**src/rtl/aspm_pkg.sv**
```systemverilog
package aspm_pkg;

    // Register addresses on the special-function port
    localparam logic [7:0] CTRL_ADDR = 8'h98;
    localparam logic [7:0] DATA_ADDR = 8'h99;

    // Control register field positions
    localparam int MODE_POS  = 7;
    localparam int FIXED_POS = 6;
    localparam int MCE_POS   = 5;
    localparam int REN_POS   = 4;
    localparam int TB8_POS   = 3;
    localparam int RB8_POS   = 2;
    localparam int TI_POS    = 1;
    localparam int RI_POS    = 0;

    // Values after reset
    localparam logic [7:0] CTRL_RESET = 8'h40;
    localparam logic [7:0] DATA_RESET = 8'h00;
    localparam logic [7:0] CNT_RESET  = 8'h00;

    // Counts
    localparam logic [7:0] TIMER_TOP  = 8'hff;
    localparam logic [2:0] LAST_DATA  = 3'h7;
    localparam int         BUF_DEPTH  = 2;

    typedef enum logic [2:0] {
        ST_IDLE,
        ST_START,
        ST_DATA,
        ST_NINTH,
        ST_STOP
    } aspm_state_type;

endpackage

```
**src/rtl/aspm_uart.sv**
```systemverilog
`timescale 1ns/10ps
`default_nettype none

module aspm_uart (
    // Clock and reset
    input  wire logic       i_clk,
    input  wire logic       i_rst,
    // Special-function register port
    input  wire logic [7:0] i_sfr_addr,
    input  wire logic       i_sfr_wr,
    input  wire logic       i_sfr_bit_wr,
    input  wire logic [2:0] i_sfr_bit_sel,
    input  wire logic [7:0] i_sfr_wdata,
    input  wire logic       i_sfr_rd,
    output logic      [7:0] o_sfr_rdata,
    output logic            o_tx_ready,
    // Baud timer
    input  wire logic       i_timer_en,
    input  wire logic       i_timer_tick,
    input  wire logic       i_tx_ovf,
    input  wire logic [7:0] i_baud_reload,
    // Interrupt
    input  wire logic       i_int_en,
    output logic            o_irq,
    // Serial lines
    input  wire logic       i_serial_rx_line,
    output logic            o_serial_tx_line
);

    // Control register fields
    logic       mode_q, mce_q, ren_q, tb8_q, rb8_q, ti_q, ri_q;
    logic [7:0] rbuf_q;
    logic [7:0] ctrl_img;

    // Image of the control register as software sees it
    always_comb begin
        ctrl_img = {mode_q, 1'b1, mce_q, ren_q,
                    tb8_q, rb8_q, ti_q, ri_q};
    end

    // Register write decoding, used for every field
    function automatic logic wr_bit(input logic cur, input int pos,
                                    input logic [7:0] a, input logic wr,
                                    input logic bw, input logic [2:0] sel,
                                    input logic [7:0] d);
        logic r;
        r = cur;
        if (a == aspm_pkg::CTRL_ADDR && wr) begin
            r = d[pos];
        end else if (a == aspm_pkg::CTRL_ADDR && bw && sel == 3'(pos)) begin
            r = d[0];
        end
        return r;
    endfunction

    logic ctrl_wr_any;
    logic data_wr;
    assign ctrl_wr_any = (i_sfr_addr == aspm_pkg::CTRL_ADDR)
                       && (i_sfr_wr || i_sfr_bit_wr);
    assign data_wr     = (i_sfr_addr == aspm_pkg::DATA_ADDR) && i_sfr_wr;

    // Software-owned control fields, byte or single-bit writes
    always_ff @(posedge i_clk) begin
        if (i_rst) begin
            mode_q <= aspm_pkg::CTRL_RESET[aspm_pkg::MODE_POS];
            mce_q  <= aspm_pkg::CTRL_RESET[aspm_pkg::MCE_POS];
            ren_q  <= aspm_pkg::CTRL_RESET[aspm_pkg::REN_POS];
            tb8_q  <= aspm_pkg::CTRL_RESET[aspm_pkg::TB8_POS];
        end else begin
            mode_q <= wr_bit(mode_q, aspm_pkg::MODE_POS, i_sfr_addr,
                             i_sfr_wr, i_sfr_bit_wr, i_sfr_bit_sel,
                             i_sfr_wdata);
            mce_q  <= wr_bit(mce_q, aspm_pkg::MCE_POS, i_sfr_addr,
                             i_sfr_wr, i_sfr_bit_wr, i_sfr_bit_sel,
                             i_sfr_wdata);
            ren_q  <= wr_bit(ren_q, aspm_pkg::REN_POS, i_sfr_addr,
                             i_sfr_wr, i_sfr_bit_wr, i_sfr_bit_sel,
                             i_sfr_wdata);
            tb8_q  <= wr_bit(tb8_q, aspm_pkg::TB8_POS, i_sfr_addr,
                             i_sfr_wr, i_sfr_bit_wr, i_sfr_bit_sel,
                             i_sfr_wdata);
        end
    end

    // Read data is registered; the transmit side is never visible
    always_ff @(posedge i_clk) begin
        if (i_rst) begin
            o_sfr_rdata <= aspm_pkg::DATA_RESET;
        end else if (i_sfr_rd) begin
            if (i_sfr_addr == aspm_pkg::CTRL_ADDR) begin
                o_sfr_rdata <= ctrl_img;
            end else if (i_sfr_addr == aspm_pkg::DATA_ADDR) begin
                o_sfr_rdata <= rbuf_q;
            end else begin
                o_sfr_rdata <= aspm_pkg::DATA_RESET;
            end
        end
    end

    // Request follows the flags while i_int_en is high; then cleared only when software clears them
    assign o_irq = i_int_en && (ti_q || ri_q);

    // Two-entry transmit buffer so a back-to-back write is not lost
    logic [7:0] fifo_mem_q [aspm_pkg::BUF_DEPTH];
    logic       wr_ptr_q, rd_ptr_q;
    logic [1:0] fifo_cnt_q;
    logic       fifo_valid, fifo_pop, fifo_push;
    assign o_tx_ready = (fifo_cnt_q != 2'(aspm_pkg::BUF_DEPTH));
    assign fifo_valid = (fifo_cnt_q != 2'h0);
    assign fifo_push  = data_wr && o_tx_ready;

    always_ff @(posedge i_clk) begin
        if (i_rst) begin
            wr_ptr_q   <= 1'b0;
            rd_ptr_q   <= 1'b0;
            fifo_cnt_q <= 2'h0;
        end else begin
            if (fifo_push) begin
                fifo_mem_q[wr_ptr_q] <= i_sfr_wdata;
                wr_ptr_q             <= ~wr_ptr_q;
            end
            if (fifo_pop) begin
                rd_ptr_q <= ~rd_ptr_q;
            end
            fifo_cnt_q <= fifo_cnt_q + 2'(fifo_push) - 2'(fifo_pop);
        end
    end

    // Transmit bit tick: every second overflow of the external timer
    logic tx_half_q, tx_tick;
    assign tx_tick = i_tx_ovf && tx_half_q;
    always_ff @(posedge i_clk) begin
        if (i_rst) begin
            tx_half_q <= 1'b0;
        end else if (i_tx_ovf) begin
            tx_half_q <= ~tx_half_q;
        end
    end

    // Transmit sequencer; a frame only starts on a bit boundary
    aspm_pkg::aspm_state_type tx_st_q;
    logic [7:0] tx_sh_q;
    logic [2:0] tx_cnt_q;
    logic       tx_nine_q;
    logic       ti_set;
    assign fifo_pop = tx_tick && (tx_st_q == aspm_pkg::ST_IDLE)
                    && fifo_valid;
    assign ti_set   = tx_tick && (tx_st_q == aspm_pkg::ST_NINTH
                    || (tx_st_q == aspm_pkg::ST_DATA && tx_cnt_q ==
                        aspm_pkg::LAST_DATA && !mode_q));

    always_ff @(posedge i_clk) begin
        if (i_rst) begin
            tx_st_q          <= aspm_pkg::ST_IDLE;
            tx_sh_q          <= aspm_pkg::DATA_RESET;
            tx_cnt_q         <= 3'h0;
            tx_nine_q        <= 1'b0;
            o_serial_tx_line <= 1'b1;
        end else if (tx_tick) begin
            case (tx_st_q)
                aspm_pkg::ST_IDLE: begin
                    if (fifo_valid) begin
                        tx_sh_q          <= fifo_mem_q[rd_ptr_q];
                        tx_nine_q        <= tb8_q;
                        o_serial_tx_line <= 1'b0;
                        tx_st_q          <= aspm_pkg::ST_START;
                    end
                end
                aspm_pkg::ST_START: begin
                    o_serial_tx_line <= tx_sh_q[0];
                    tx_sh_q          <= {1'b0, tx_sh_q[7:1]};
                    tx_cnt_q         <= 3'h0;
                    tx_st_q          <= aspm_pkg::ST_DATA;
                end
                aspm_pkg::ST_DATA: begin
                    if (tx_cnt_q != aspm_pkg::LAST_DATA) begin
                        o_serial_tx_line <= tx_sh_q[0];
                        tx_sh_q          <= {1'b0, tx_sh_q[7:1]};
                        tx_cnt_q         <= tx_cnt_q + 3'h1;
                    end else if (mode_q) begin
                        o_serial_tx_line <= tx_nine_q;
                        tx_st_q          <= aspm_pkg::ST_NINTH;
                    end else begin
                        o_serial_tx_line <= 1'b1;
                        tx_st_q          <= aspm_pkg::ST_STOP;
                    end
                end
                aspm_pkg::ST_NINTH: begin
                    o_serial_tx_line <= 1'b1;
                    tx_st_q          <= aspm_pkg::ST_STOP;
                end
                aspm_pkg::ST_STOP: begin
                    tx_st_q <= aspm_pkg::ST_IDLE;
                end
                default: begin
                    tx_st_q          <= aspm_pkg::ST_IDLE;
                    o_serial_tx_line <= 1'b1;
                end
            endcase
        end
    end

    // Receive line passes two flops before anything looks at it
    logic rx_m_q, rx_s_q, rx_prev_q;
    always_ff @(posedge i_clk) begin
        if (i_rst) begin
            rx_m_q    <= 1'b1;
            rx_s_q    <= 1'b1;
            rx_prev_q <= 1'b1;
        end else begin
            rx_m_q    <= i_serial_rx_line;
            rx_s_q    <= rx_m_q;
            rx_prev_q <= rx_s_q;
        end
    end

    // Private receive timer; forced reload aligns it to the start edge
    aspm_pkg::aspm_state_type rx_st_q;
    logic [7:0] rx_tmr_q;
    logic       rx_ph_q, rx_ovf, rx_samp, rx_fall;
    assign rx_fall = rx_prev_q && !rx_s_q && ren_q
                   && (rx_st_q == aspm_pkg::ST_IDLE);
    assign rx_ovf  = i_timer_en && i_timer_tick
                   && (rx_tmr_q == aspm_pkg::TIMER_TOP);
    assign rx_samp = rx_ovf && !rx_ph_q;

    always_ff @(posedge i_clk) begin
        if (i_rst) begin
            rx_tmr_q <= aspm_pkg::CNT_RESET;
            rx_ph_q  <= 1'b0;
        end else if (rx_fall) begin
            rx_tmr_q <= i_baud_reload;
            rx_ph_q  <= 1'b0;
        end else if (i_timer_en && i_timer_tick) begin
            rx_tmr_q <= rx_ovf ? i_baud_reload : rx_tmr_q + 8'h01;
            if (rx_ovf) begin
                rx_ph_q <= ~rx_ph_q;
            end
        end
    end

    // Receive sequencer and acceptance test
    logic [7:0] rx_sh_q;
    logic [2:0] rx_cnt_q;
    logic       rx_nine_q, rx_accept, ri_set;
    assign rx_accept = !ri_q && (!mce_q
                     || (mode_q ? rx_nine_q : rx_s_q));
    assign ri_set    = rx_samp && (rx_st_q == aspm_pkg::ST_STOP)
                     && rx_accept;

    always_ff @(posedge i_clk) begin
        if (i_rst) begin
            rx_st_q   <= aspm_pkg::ST_IDLE;
            rx_sh_q   <= aspm_pkg::DATA_RESET;
            rx_cnt_q  <= 3'h0;
            rx_nine_q <= 1'b0;
            rbuf_q    <= aspm_pkg::DATA_RESET;
            rb8_q     <= aspm_pkg::CTRL_RESET[aspm_pkg::RB8_POS];
        end else begin
            // Software write first; a latching frame below still wins,
            // so a write is lost to a frame latched in the same cycle
            rb8_q <= wr_bit(rb8_q, aspm_pkg::RB8_POS, i_sfr_addr,
                            i_sfr_wr, i_sfr_bit_wr, i_sfr_bit_sel,
                            i_sfr_wdata);
            if (rx_fall) begin
                rx_st_q <= aspm_pkg::ST_START;
            end else if (rx_samp) begin
                case (rx_st_q)
                    aspm_pkg::ST_START: begin
                        // A glitch shorter than half a bit is dropped
                        rx_cnt_q <= 3'h0;
                        rx_st_q  <= rx_s_q ? aspm_pkg::ST_IDLE
                                           : aspm_pkg::ST_DATA;
                    end
                    aspm_pkg::ST_DATA: begin
                        rx_sh_q  <= {rx_s_q, rx_sh_q[7:1]};
                        rx_cnt_q <= rx_cnt_q + 3'h1;
                        if (rx_cnt_q == aspm_pkg::LAST_DATA) begin
                            rx_st_q <= mode_q ? aspm_pkg::ST_NINTH
                                              : aspm_pkg::ST_STOP;
                        end
                    end
                    aspm_pkg::ST_NINTH: begin
                        rx_nine_q <= rx_s_q;
                        rx_st_q   <= aspm_pkg::ST_STOP;
                    end
                    aspm_pkg::ST_STOP: begin
                        // Rejected or overrun frames leave the latch alone
                        if (rx_accept) begin
                            rbuf_q <= rx_sh_q;
                            rb8_q  <= mode_q ? rx_nine_q : rx_s_q;
                        end
                        rx_st_q <= aspm_pkg::ST_IDLE;
                    end
                    default: begin
                        rx_st_q <= aspm_pkg::ST_IDLE;
                    end
                endcase
            end
        end
    end

    // Flags: hardware set wins over a software clear in the same cycle
    always_ff @(posedge i_clk) begin
        if (i_rst) begin
            ti_q <= aspm_pkg::CTRL_RESET[aspm_pkg::TI_POS];
            ri_q <= aspm_pkg::CTRL_RESET[aspm_pkg::RI_POS];
        end else begin
            ti_q <= ti_set || wr_bit(ti_q, aspm_pkg::TI_POS, i_sfr_addr,
                    i_sfr_wr, i_sfr_bit_wr, i_sfr_bit_sel,
                    i_sfr_wdata);
            ri_q <= ri_set || wr_bit(ri_q, aspm_pkg::RI_POS, i_sfr_addr,
                    i_sfr_wr, i_sfr_bit_wr, i_sfr_bit_sel,
                    i_sfr_wdata);
        end
    end

    // Checks on the block's own behaviour
    ninth_needs_mode_a: assert property (@(posedge i_clk) disable iff (i_rst)
        tx_st_q == aspm_pkg::ST_NINTH |-> mode_q)
        else $error("ninth bit sent in 8-bit mode");
    start_low_a: assert property (@(posedge i_clk) disable iff (i_rst)
        tx_st_q == aspm_pkg::ST_START |-> !o_serial_tx_line)
        else $error("start bit not low");
    write_launch_a: assert property (@(posedge i_clk) disable iff (i_rst)
        data_wr && fifo_cnt_q == 2'h0 && !fifo_pop |=> fifo_valid)
        else $error("data write did not queue a frame");
    ti_at_stop_a: assert property (@(posedge i_clk) disable iff (i_rst)
        tx_st_q != aspm_pkg::ST_STOP ##1 tx_st_q == aspm_pkg::ST_STOP
        |-> ti_q && o_serial_tx_line)
        else $error("transmit flag not set at stop bit");
    rx_disabled_a: assert property (@(posedge i_clk) disable iff (i_rst)
        !ren_q && rx_st_q == aspm_pkg::ST_IDLE |=>
        rx_st_q == aspm_pkg::ST_IDLE)
        else $error("receiver started while disabled");
    overrun_hold_a: assert property (@(posedge i_clk) disable iff (i_rst)
        rx_samp && rx_st_q == aspm_pkg::ST_STOP && ri_q && !ctrl_wr_any
        |=> $stable(rbuf_q) && $stable(rb8_q))
        else $error("overrun changed the receive latch");
    rx_flag_set_a: assert property (@(posedge i_clk) disable iff (i_rst)
        rx_samp && rx_st_q == aspm_pkg::ST_STOP && !ri_q && !mce_q
        |=> ri_q && rbuf_q == $past(rx_sh_q))
        else $error("accepted frame not latched");
    flags_sticky_a: assert property (@(posedge i_clk) disable iff (i_rst)
        ti_q && !ctrl_wr_any |=> ti_q ##0 o_irq == i_int_en)
        else $error("transmit flag dropped without a write");
    fixed_bit_a: assert property (@(posedge i_clk) disable iff (i_rst)
        i_sfr_rd && i_sfr_addr == aspm_pkg::CTRL_ADDR |=>
        o_sfr_rdata[aspm_pkg::FIXED_POS])
        else $error("unused control bit read as 0");

endmodule // aspm_uart

`default_nettype wire

```
**config.mk**
```make
export PLATFORM = sky130hd
export DESIGN_NAME = aspm_uart
export DESIGN_NICKNAME = d
export VERILOG_FILES = /design/src/rtl/aspm_pkg.sv /design/src/rtl/aspm_uart.sv
export SDC_FILE = /design/constraint.sdc
export NUM_CORES = 1
export LEC_CHECK = 0
export BUFFER_PORTS_ARGS = -buffer_cell sky130_fd_sc_hd__buf_2
export CORE_ASPECT_RATIO = 0.9
export CORE_MARGIN = 4
export CORE_UTILIZATION = 45
export DETAILED_ROUTE_END_ITERATION = 8
export GPL_TIMING_DRIVEN = 0
export PLACE_DENSITY_LB_ADDON = 0.2
export SYNTH_ARGS = -nofsm -noshare
export SYNTH_HDL_FRONTEND = slang
export SYNTH_SLANG_ARGS = --single-unit
```
**constraint.sdc**
```tcl
create_clock -name i_clk -period 2.4 [get_ports i_clk]
set_input_delay 0.24 -clock i_clk [delete_from_list [all_inputs] [get_ports i_clk]]
set_output_delay 0.24 -clock i_clk [all_outputs]
set_load 0.02 [all_outputs]
```
Yosys cells after proc, flatten, opt, wreduce, memory -nomap -nowiden
Memories as Yosys holds them, arrays and structs flattened. A register that Yosys moved wholly into a read port is not among the register bits.
Index checks and enable logic that the tools add are counted.
- flip-flop bits (word level): 71
- memories: 1
- word-level logic and storage cells: 179
- memory bits (writable): 16
- input port bits: 37
- memory list (memory ; depth ; width ; read ports ; clocked after Yosys merged registers in ; write ports ; line ; RTL):
    fifo_mem_q ; 2 ; 8 ; 1 ; 1 ; 1 ; aspm_uart.sv:104 ; logic [7:0] fifo_mem_q [aspm_pkg::BUF_DEPTH];
- muxes and demuxes: 50
- reductions and logical operators: 63
- eq/ne operators: 26
- add/subtract/negate cells: 5
- bitwise operators: 6
- operators by type and width (cell ; number):
    two-way mux 8 bit ; 7
    two-way mux 1 bit ; 31
    logical AND 1 bit ; 27
    equality test 8 bit (second input constant) ; 3
    case mux 8 bit (3 select lines) ; 1
    equality test 3 bit (second input constant) ; 7
    AND reduction 3 bit ; 7
    equality test 3 x 2 -> 1 bit (second input constant) ; 6
    nonzero test 2 bit ; 9
    two-way mux 3 bit ; 5
    case mux 3 bit (2 select lines) ; 2
    case mux 3 bit (4 select lines) ; 1
    equality test 3 x 1 -> 1 bit (second input constant) ; 3
    zero test 3 bit ; 3
    case mux 3 bit (3 select lines) ; 1
    adder 8 x 1 -> 8 bit (second input constant) ; 1
    inequality test 2 bit (second input constant) ; 4
    AND reduction 4 bit ; 2
    adder 3 x 1 -> 3 bit (second input constant) ; 2
    inequality test 3 bit (second input constant) ; 2
    NOT 1 bit ; 6
    AND reduction 2 bit ; 3
    zero test 1 bit ; 5
    logical OR 1 bit ; 5
    other kinds (7) ; 7

Logic depth before layout (Yosys ltp)
- word-level depth: 9
- depth in mapped cells: 10
- depth with buffers taken out: 10

Least setup slack after synthesis
No wires, ideal clock.
- path type: input-to-reg
- start point: input i_sfr_addr[5]
- end point: memory fifo_mem_q[1][0], enable pin
- stages: 5
- slack: 0.079 ns
- arrival time: 1.936 ns
- cell sequence: or3b_2 -> nor2_1 -> buf_2 -> nand4_1 -> nor3b_1
- longest elaborated chain between the ends: 6
- ends and longest elaborated chain (item ; line ; RTL):
    start, declared ; aspm_uart.sv:9 ; input wire logic [7:0] i_sfr_addr,
    equality test 8 bit ; aspm_uart.sv:60 ; assign data_wr = (i_sfr_addr == aspm_pkg::DATA_ADDR) && i_sfr_wr;
    logical AND 1 bit ; aspm_uart.sv:60 ;
    logical AND 1 bit ; aspm_uart.sv:110 ; assign fifo_push = data_wr && o_tx_ready;
    two-way mux 1 bit ; aspm_uart.sv:118 ; if (fifo_push) begin
    two-way mux 1 bit ; aspm_uart.sv:113 ; if (i_rst) begin
    two-way mux 1 bit (not written as such) ; aspm_uart.sv:119 ; fifo_mem_q[wr_ptr_q] <= i_sfr_wdata;
    end, declared ; aspm_uart.sv:104 ;
No other way between the ends.

Final worst setup path
- start point: input i_sfr_addr[5]
- end point: register fifo_cnt_q[1]
- longest elaborated chain between the ends: 5
- ends and longest elaborated chain (item ; line ; RTL):
    equality test 8 bit ; aspm_uart.sv:60 ;
    logical AND 1 bit ; aspm_uart.sv:60 ;
    logical AND 1 bit ; aspm_uart.sv:110 ;
    adder 2 x 1 -> 2 bit ; aspm_uart.sv:125 ; fifo_cnt_q <= fifo_cnt_q + 2'(fifo_push) - 2'(fifo_pop);
    subtractor 2 x 1 -> 2 bit ; aspm_uart.sv:125 ;
    end signal, assigned ; aspm_uart.sv:125 ;
    end, declared ; aspm_uart.sv:106 ; logic [1:0] fifo_cnt_q;
No other way between the ends.
A chain may end at the register's enable or synchronous reset.

==> results.yml <==
power:
  seqPwrFrac_pct: 54.1
  p_switching_w: 0.0006503
  leakagePower_nw: 1.839
  clkPwrFrac_pct: 41.3
  total_power_w: 0.002805
  swShare_pct: 23.18
  p_int_w: 0.002155
  vdd_drop_max_mv: 0.4767
  power.density_nw_per_um2: 596.8
  combPwrFrac_pct: 4.6
critical_path:
  slowest_stage: "or3b_2"
  cpLargestDelayFamily: "simple AND/OR/NAND/NOR gates"
  slowest_delay_ns: 0.48
  required_ns: 2.63
  cp-start-kind: "input port"
  path_cells: "buf_2 > or3b_2 > nor2_1 > buf_2 > nand4_1 > ha_1 > inv_1 > ha_1 > xor2_1 > xnor2_1 > nor2_1"
  critPathBufInv: 3
  critical_path_class: "in2reg"
  crit_fanout: 10
  worstPathArrival_ns: 2.48
  worstSetupEndpointType: "flip-flop"
finish:
  final_common_cell: "dfxtp_1"
  syn_to_final_growth_pct: 15.17
  diodes: 0
  drive_gt1_share_pct: 21.44
  post-route-util_pct: 54.10
  fillers: 812
  final_cell_mix: "72 x dfxtp_1, 60 x nor2_1, 50 x buf_2, 33 x mux2i_1, 31 x nand2_1"
  fin_nets: 524
die:
  dieHeight_um: 98.35
  rows: 32
  ioPinCount: 48
  core_um2: 8688
  start_util_pct: 46.98
  dieArea_um2: 10660
  die_x_um: 108.4
sta:
  skew_ns: 0.006032
  fin_ws_ns: 0.1503
  fin_crit_sh_pct: 93.74
  worst_slew_pin_slew_ns: 0.6831
  setup_viol: 0
  hold_viol: 0
  post-route-min-period_ns: 2.250
  worst_slew_margin_rel_pct: 54.21
  clock.fmax_mhz: 444.5
  slew_viol_final: 0
placement:
  gp_congestion: 0.8538
  numPortBuffers: 45
  dp_slack_ns: -0.5856
  dp_hpwl_um: 6709
synth:
  yosysWarnings: 0
  synth_top_flop_cell: "dfxtp_1"
  syn_area_um2: 4081
  synth-edff-count: 16
  synth_area_per_cell_um2: 9.626
  ys_seq_area_share_pct: 47.09
  synth-async-reset-ratio_pct: 0
  ys_seq_elements: 88
  synth_cell_type_count: 56
  synth_cells: 424
  synth_nets: 468
clock_tree:
  htreeDepth: 3
  cts_made_buffers: 9
  path_clk_slew_ns: 0.09
  cts_sinks: 88
  cts_tree: "yes"
  cts_setup_buffers: 0
  root_buffer: "clkbuf_8"
  clk_path_buf_depth: 2
  worstSkewPairLatency_ns: 0.36
  cts_hold_buf: 0
  cts_resized: 0
route:
  final_antenna_net_count: 0
  vias_per_cell: 5.373
  wirelength_um: 9158
  drtPass1Iterations: 4
  drt_iter0_markers: 162
  route.detailed.drc: 0
  post_drt_wl_per_cell_um: 15.16
  dr_total_vias: 3245
worst_hold_path:
  hold_path.class: "in2reg"
global_routing:
  grt_max_degree: 17
  grt_first_pass_wirelength_um: 15120
  antenna_found_initial: 0
  grt_pass1_vias: 3107
  grt_overflow_total: 0
  grt_usage_pct: 18.01
run:
  maxCapViolations: 0
status:
  status: "completed"
cells in the mapped netlist, types with 2 or more instances:
cell type / count / area (um^2)
a21oi_1: 22 / 110.1
dfxtp_1: 72 / 1441
nor2b_1: 7 / 43.79
nand2_1: 31 / 116.4
a211oi_2: 2 / 25.02
o21ai_0: 11 / 55.05
nor4bb_1: 2 / 20.02
or3b_2: 2 / 17.52
or3_1: 3 / 18.77
buf_2: 5 / 25.02
a31oi_1: 4 / 25.02
or2_2: 3 / 18.77
nand3_1: 18 / 90.09
clkbuf_1: 11 / 41.29
a21o_1: 3 / 22.52
o2111ai_1: 2 / 17.52
nand2b_1: 13 / 81.33
ha_1: 7 / 87.58
a22oi_1: 6 / 45.04
inv_1: 7 / 26.28
nor3b_1: 5 / 37.54
mux2i_1: 33 / 330.3
edfxtp_1: 16 / 480.5
or4_1: 3 / 22.52
mux2_2: 20 / 225.2
nor3_1: 8 / 40.04
a2111oi_0: 3 / 26.28
xor2_1: 3 / 26.28
nand3b_1: 3 / 22.52
nand4_1: 6 / 37.54
a211oi_1: 4 / 30.03
xnor2_1: 5 / 43.79
nor2_1: 60 / 225.2
nor4_1: 2 / 12.51
power by group through the flow:
| stage | combinational [W] | clock, W | sequential, W |
|---|---|---|---|
| floorplan | 0.0000660 | 0 | 0.00155 |
| global placement | 0.000126 | 0 | 0.00155 |
| detailed placement | 0.000128 | 0 | 0.00155 |
| CTS | 0.000129 | 0.00118 | 0.00152 |
| global route | 0.000145 | 0.00125 | 0.00152 |
| finish | 0.000129 | 0.00116 | 0.00152 |
cell families (layout without fill, tap and decap cells):
family	after synthesis	after routing	synth area share (%)
xor+xnor	8	8	1.717
mux	53	53	13.61
simple gates	177	177	22.35
compound gates	66	66	10.55
flops	88	88	47.09
fa+ha+maj	7	7	2.146
buf+inv	25	86	2.544
routing by layer:
metal	vias to the layer above	GRT usage, %	share of wire [%]
met5	-	0	0
met3	13	4.957	4.4
met2	72	29.73	48
met1	1529	23.09	45
met4	0	5.146	1.8
li1	1631	-	-
metrics by stage:
step / cell area, um^2 / TNS (ns) / hold WS [ns] / cells
after global routing: 4701 / -0.007146 / 0.04399 / 604
after floorplan: 4081 / 0 / 0.3389 / 424
after CTS: 4682 / -2.827 / 0.03604 / 604
after global placement: 4456 / -8.219 / 0.3953 / 588
after detailed placement: 4456 / -9.433 / 0.3946 / 588
final: 4701 / 0 / 0.05295 / 604
final timing paths:
check                           depth (start not counted)            end  slack (ns)             start
worst max-delay path                                   11  fifo_cnt_q[1]        0.15     i_sfr_addr[5]
worst min-delay path                                    2         rx_m_q        0.05  i_serial_rx_line
worst max register to register                          7     rx_sh_q[4]        0.15       rx_tmr_q[0]
worst min register to register                          1         rx_s_q        0.42            rx_m_q
cell type report:
cell class | instances | area, um^2 | share of cell area (%)
multi-input combinational | 311 | 2074 | 44.13
sequential | 88 | 1922 | 40.88
timing repair buffer | 45 | 225.2 | 4.791
tap | 119 | 148.9 | 3.167
clock buffer | 9 | 123.9 | 2.635
clock inverter | 7 | 102.6 | 2.183
buffer | 18 | 77.57 | 1.650
inverter | 7 | 26.28 | 0.5590
registers in the layout, indices dropped and copies added (netlist names), 2 cells and up, named ones only:
name,count
rx_st_q,3
o_sfr_rdata,8
fifo_mem_q,16
rbuf_q,8
rx_cnt_q,3
fifo_cnt_q,2
tx_st_q,3
tx_cnt_q,3
rx_sh_q,8
rx_tmr_q,8
tx_sh_q,8
Note: power is estimated with default switching activity, not from simulation.
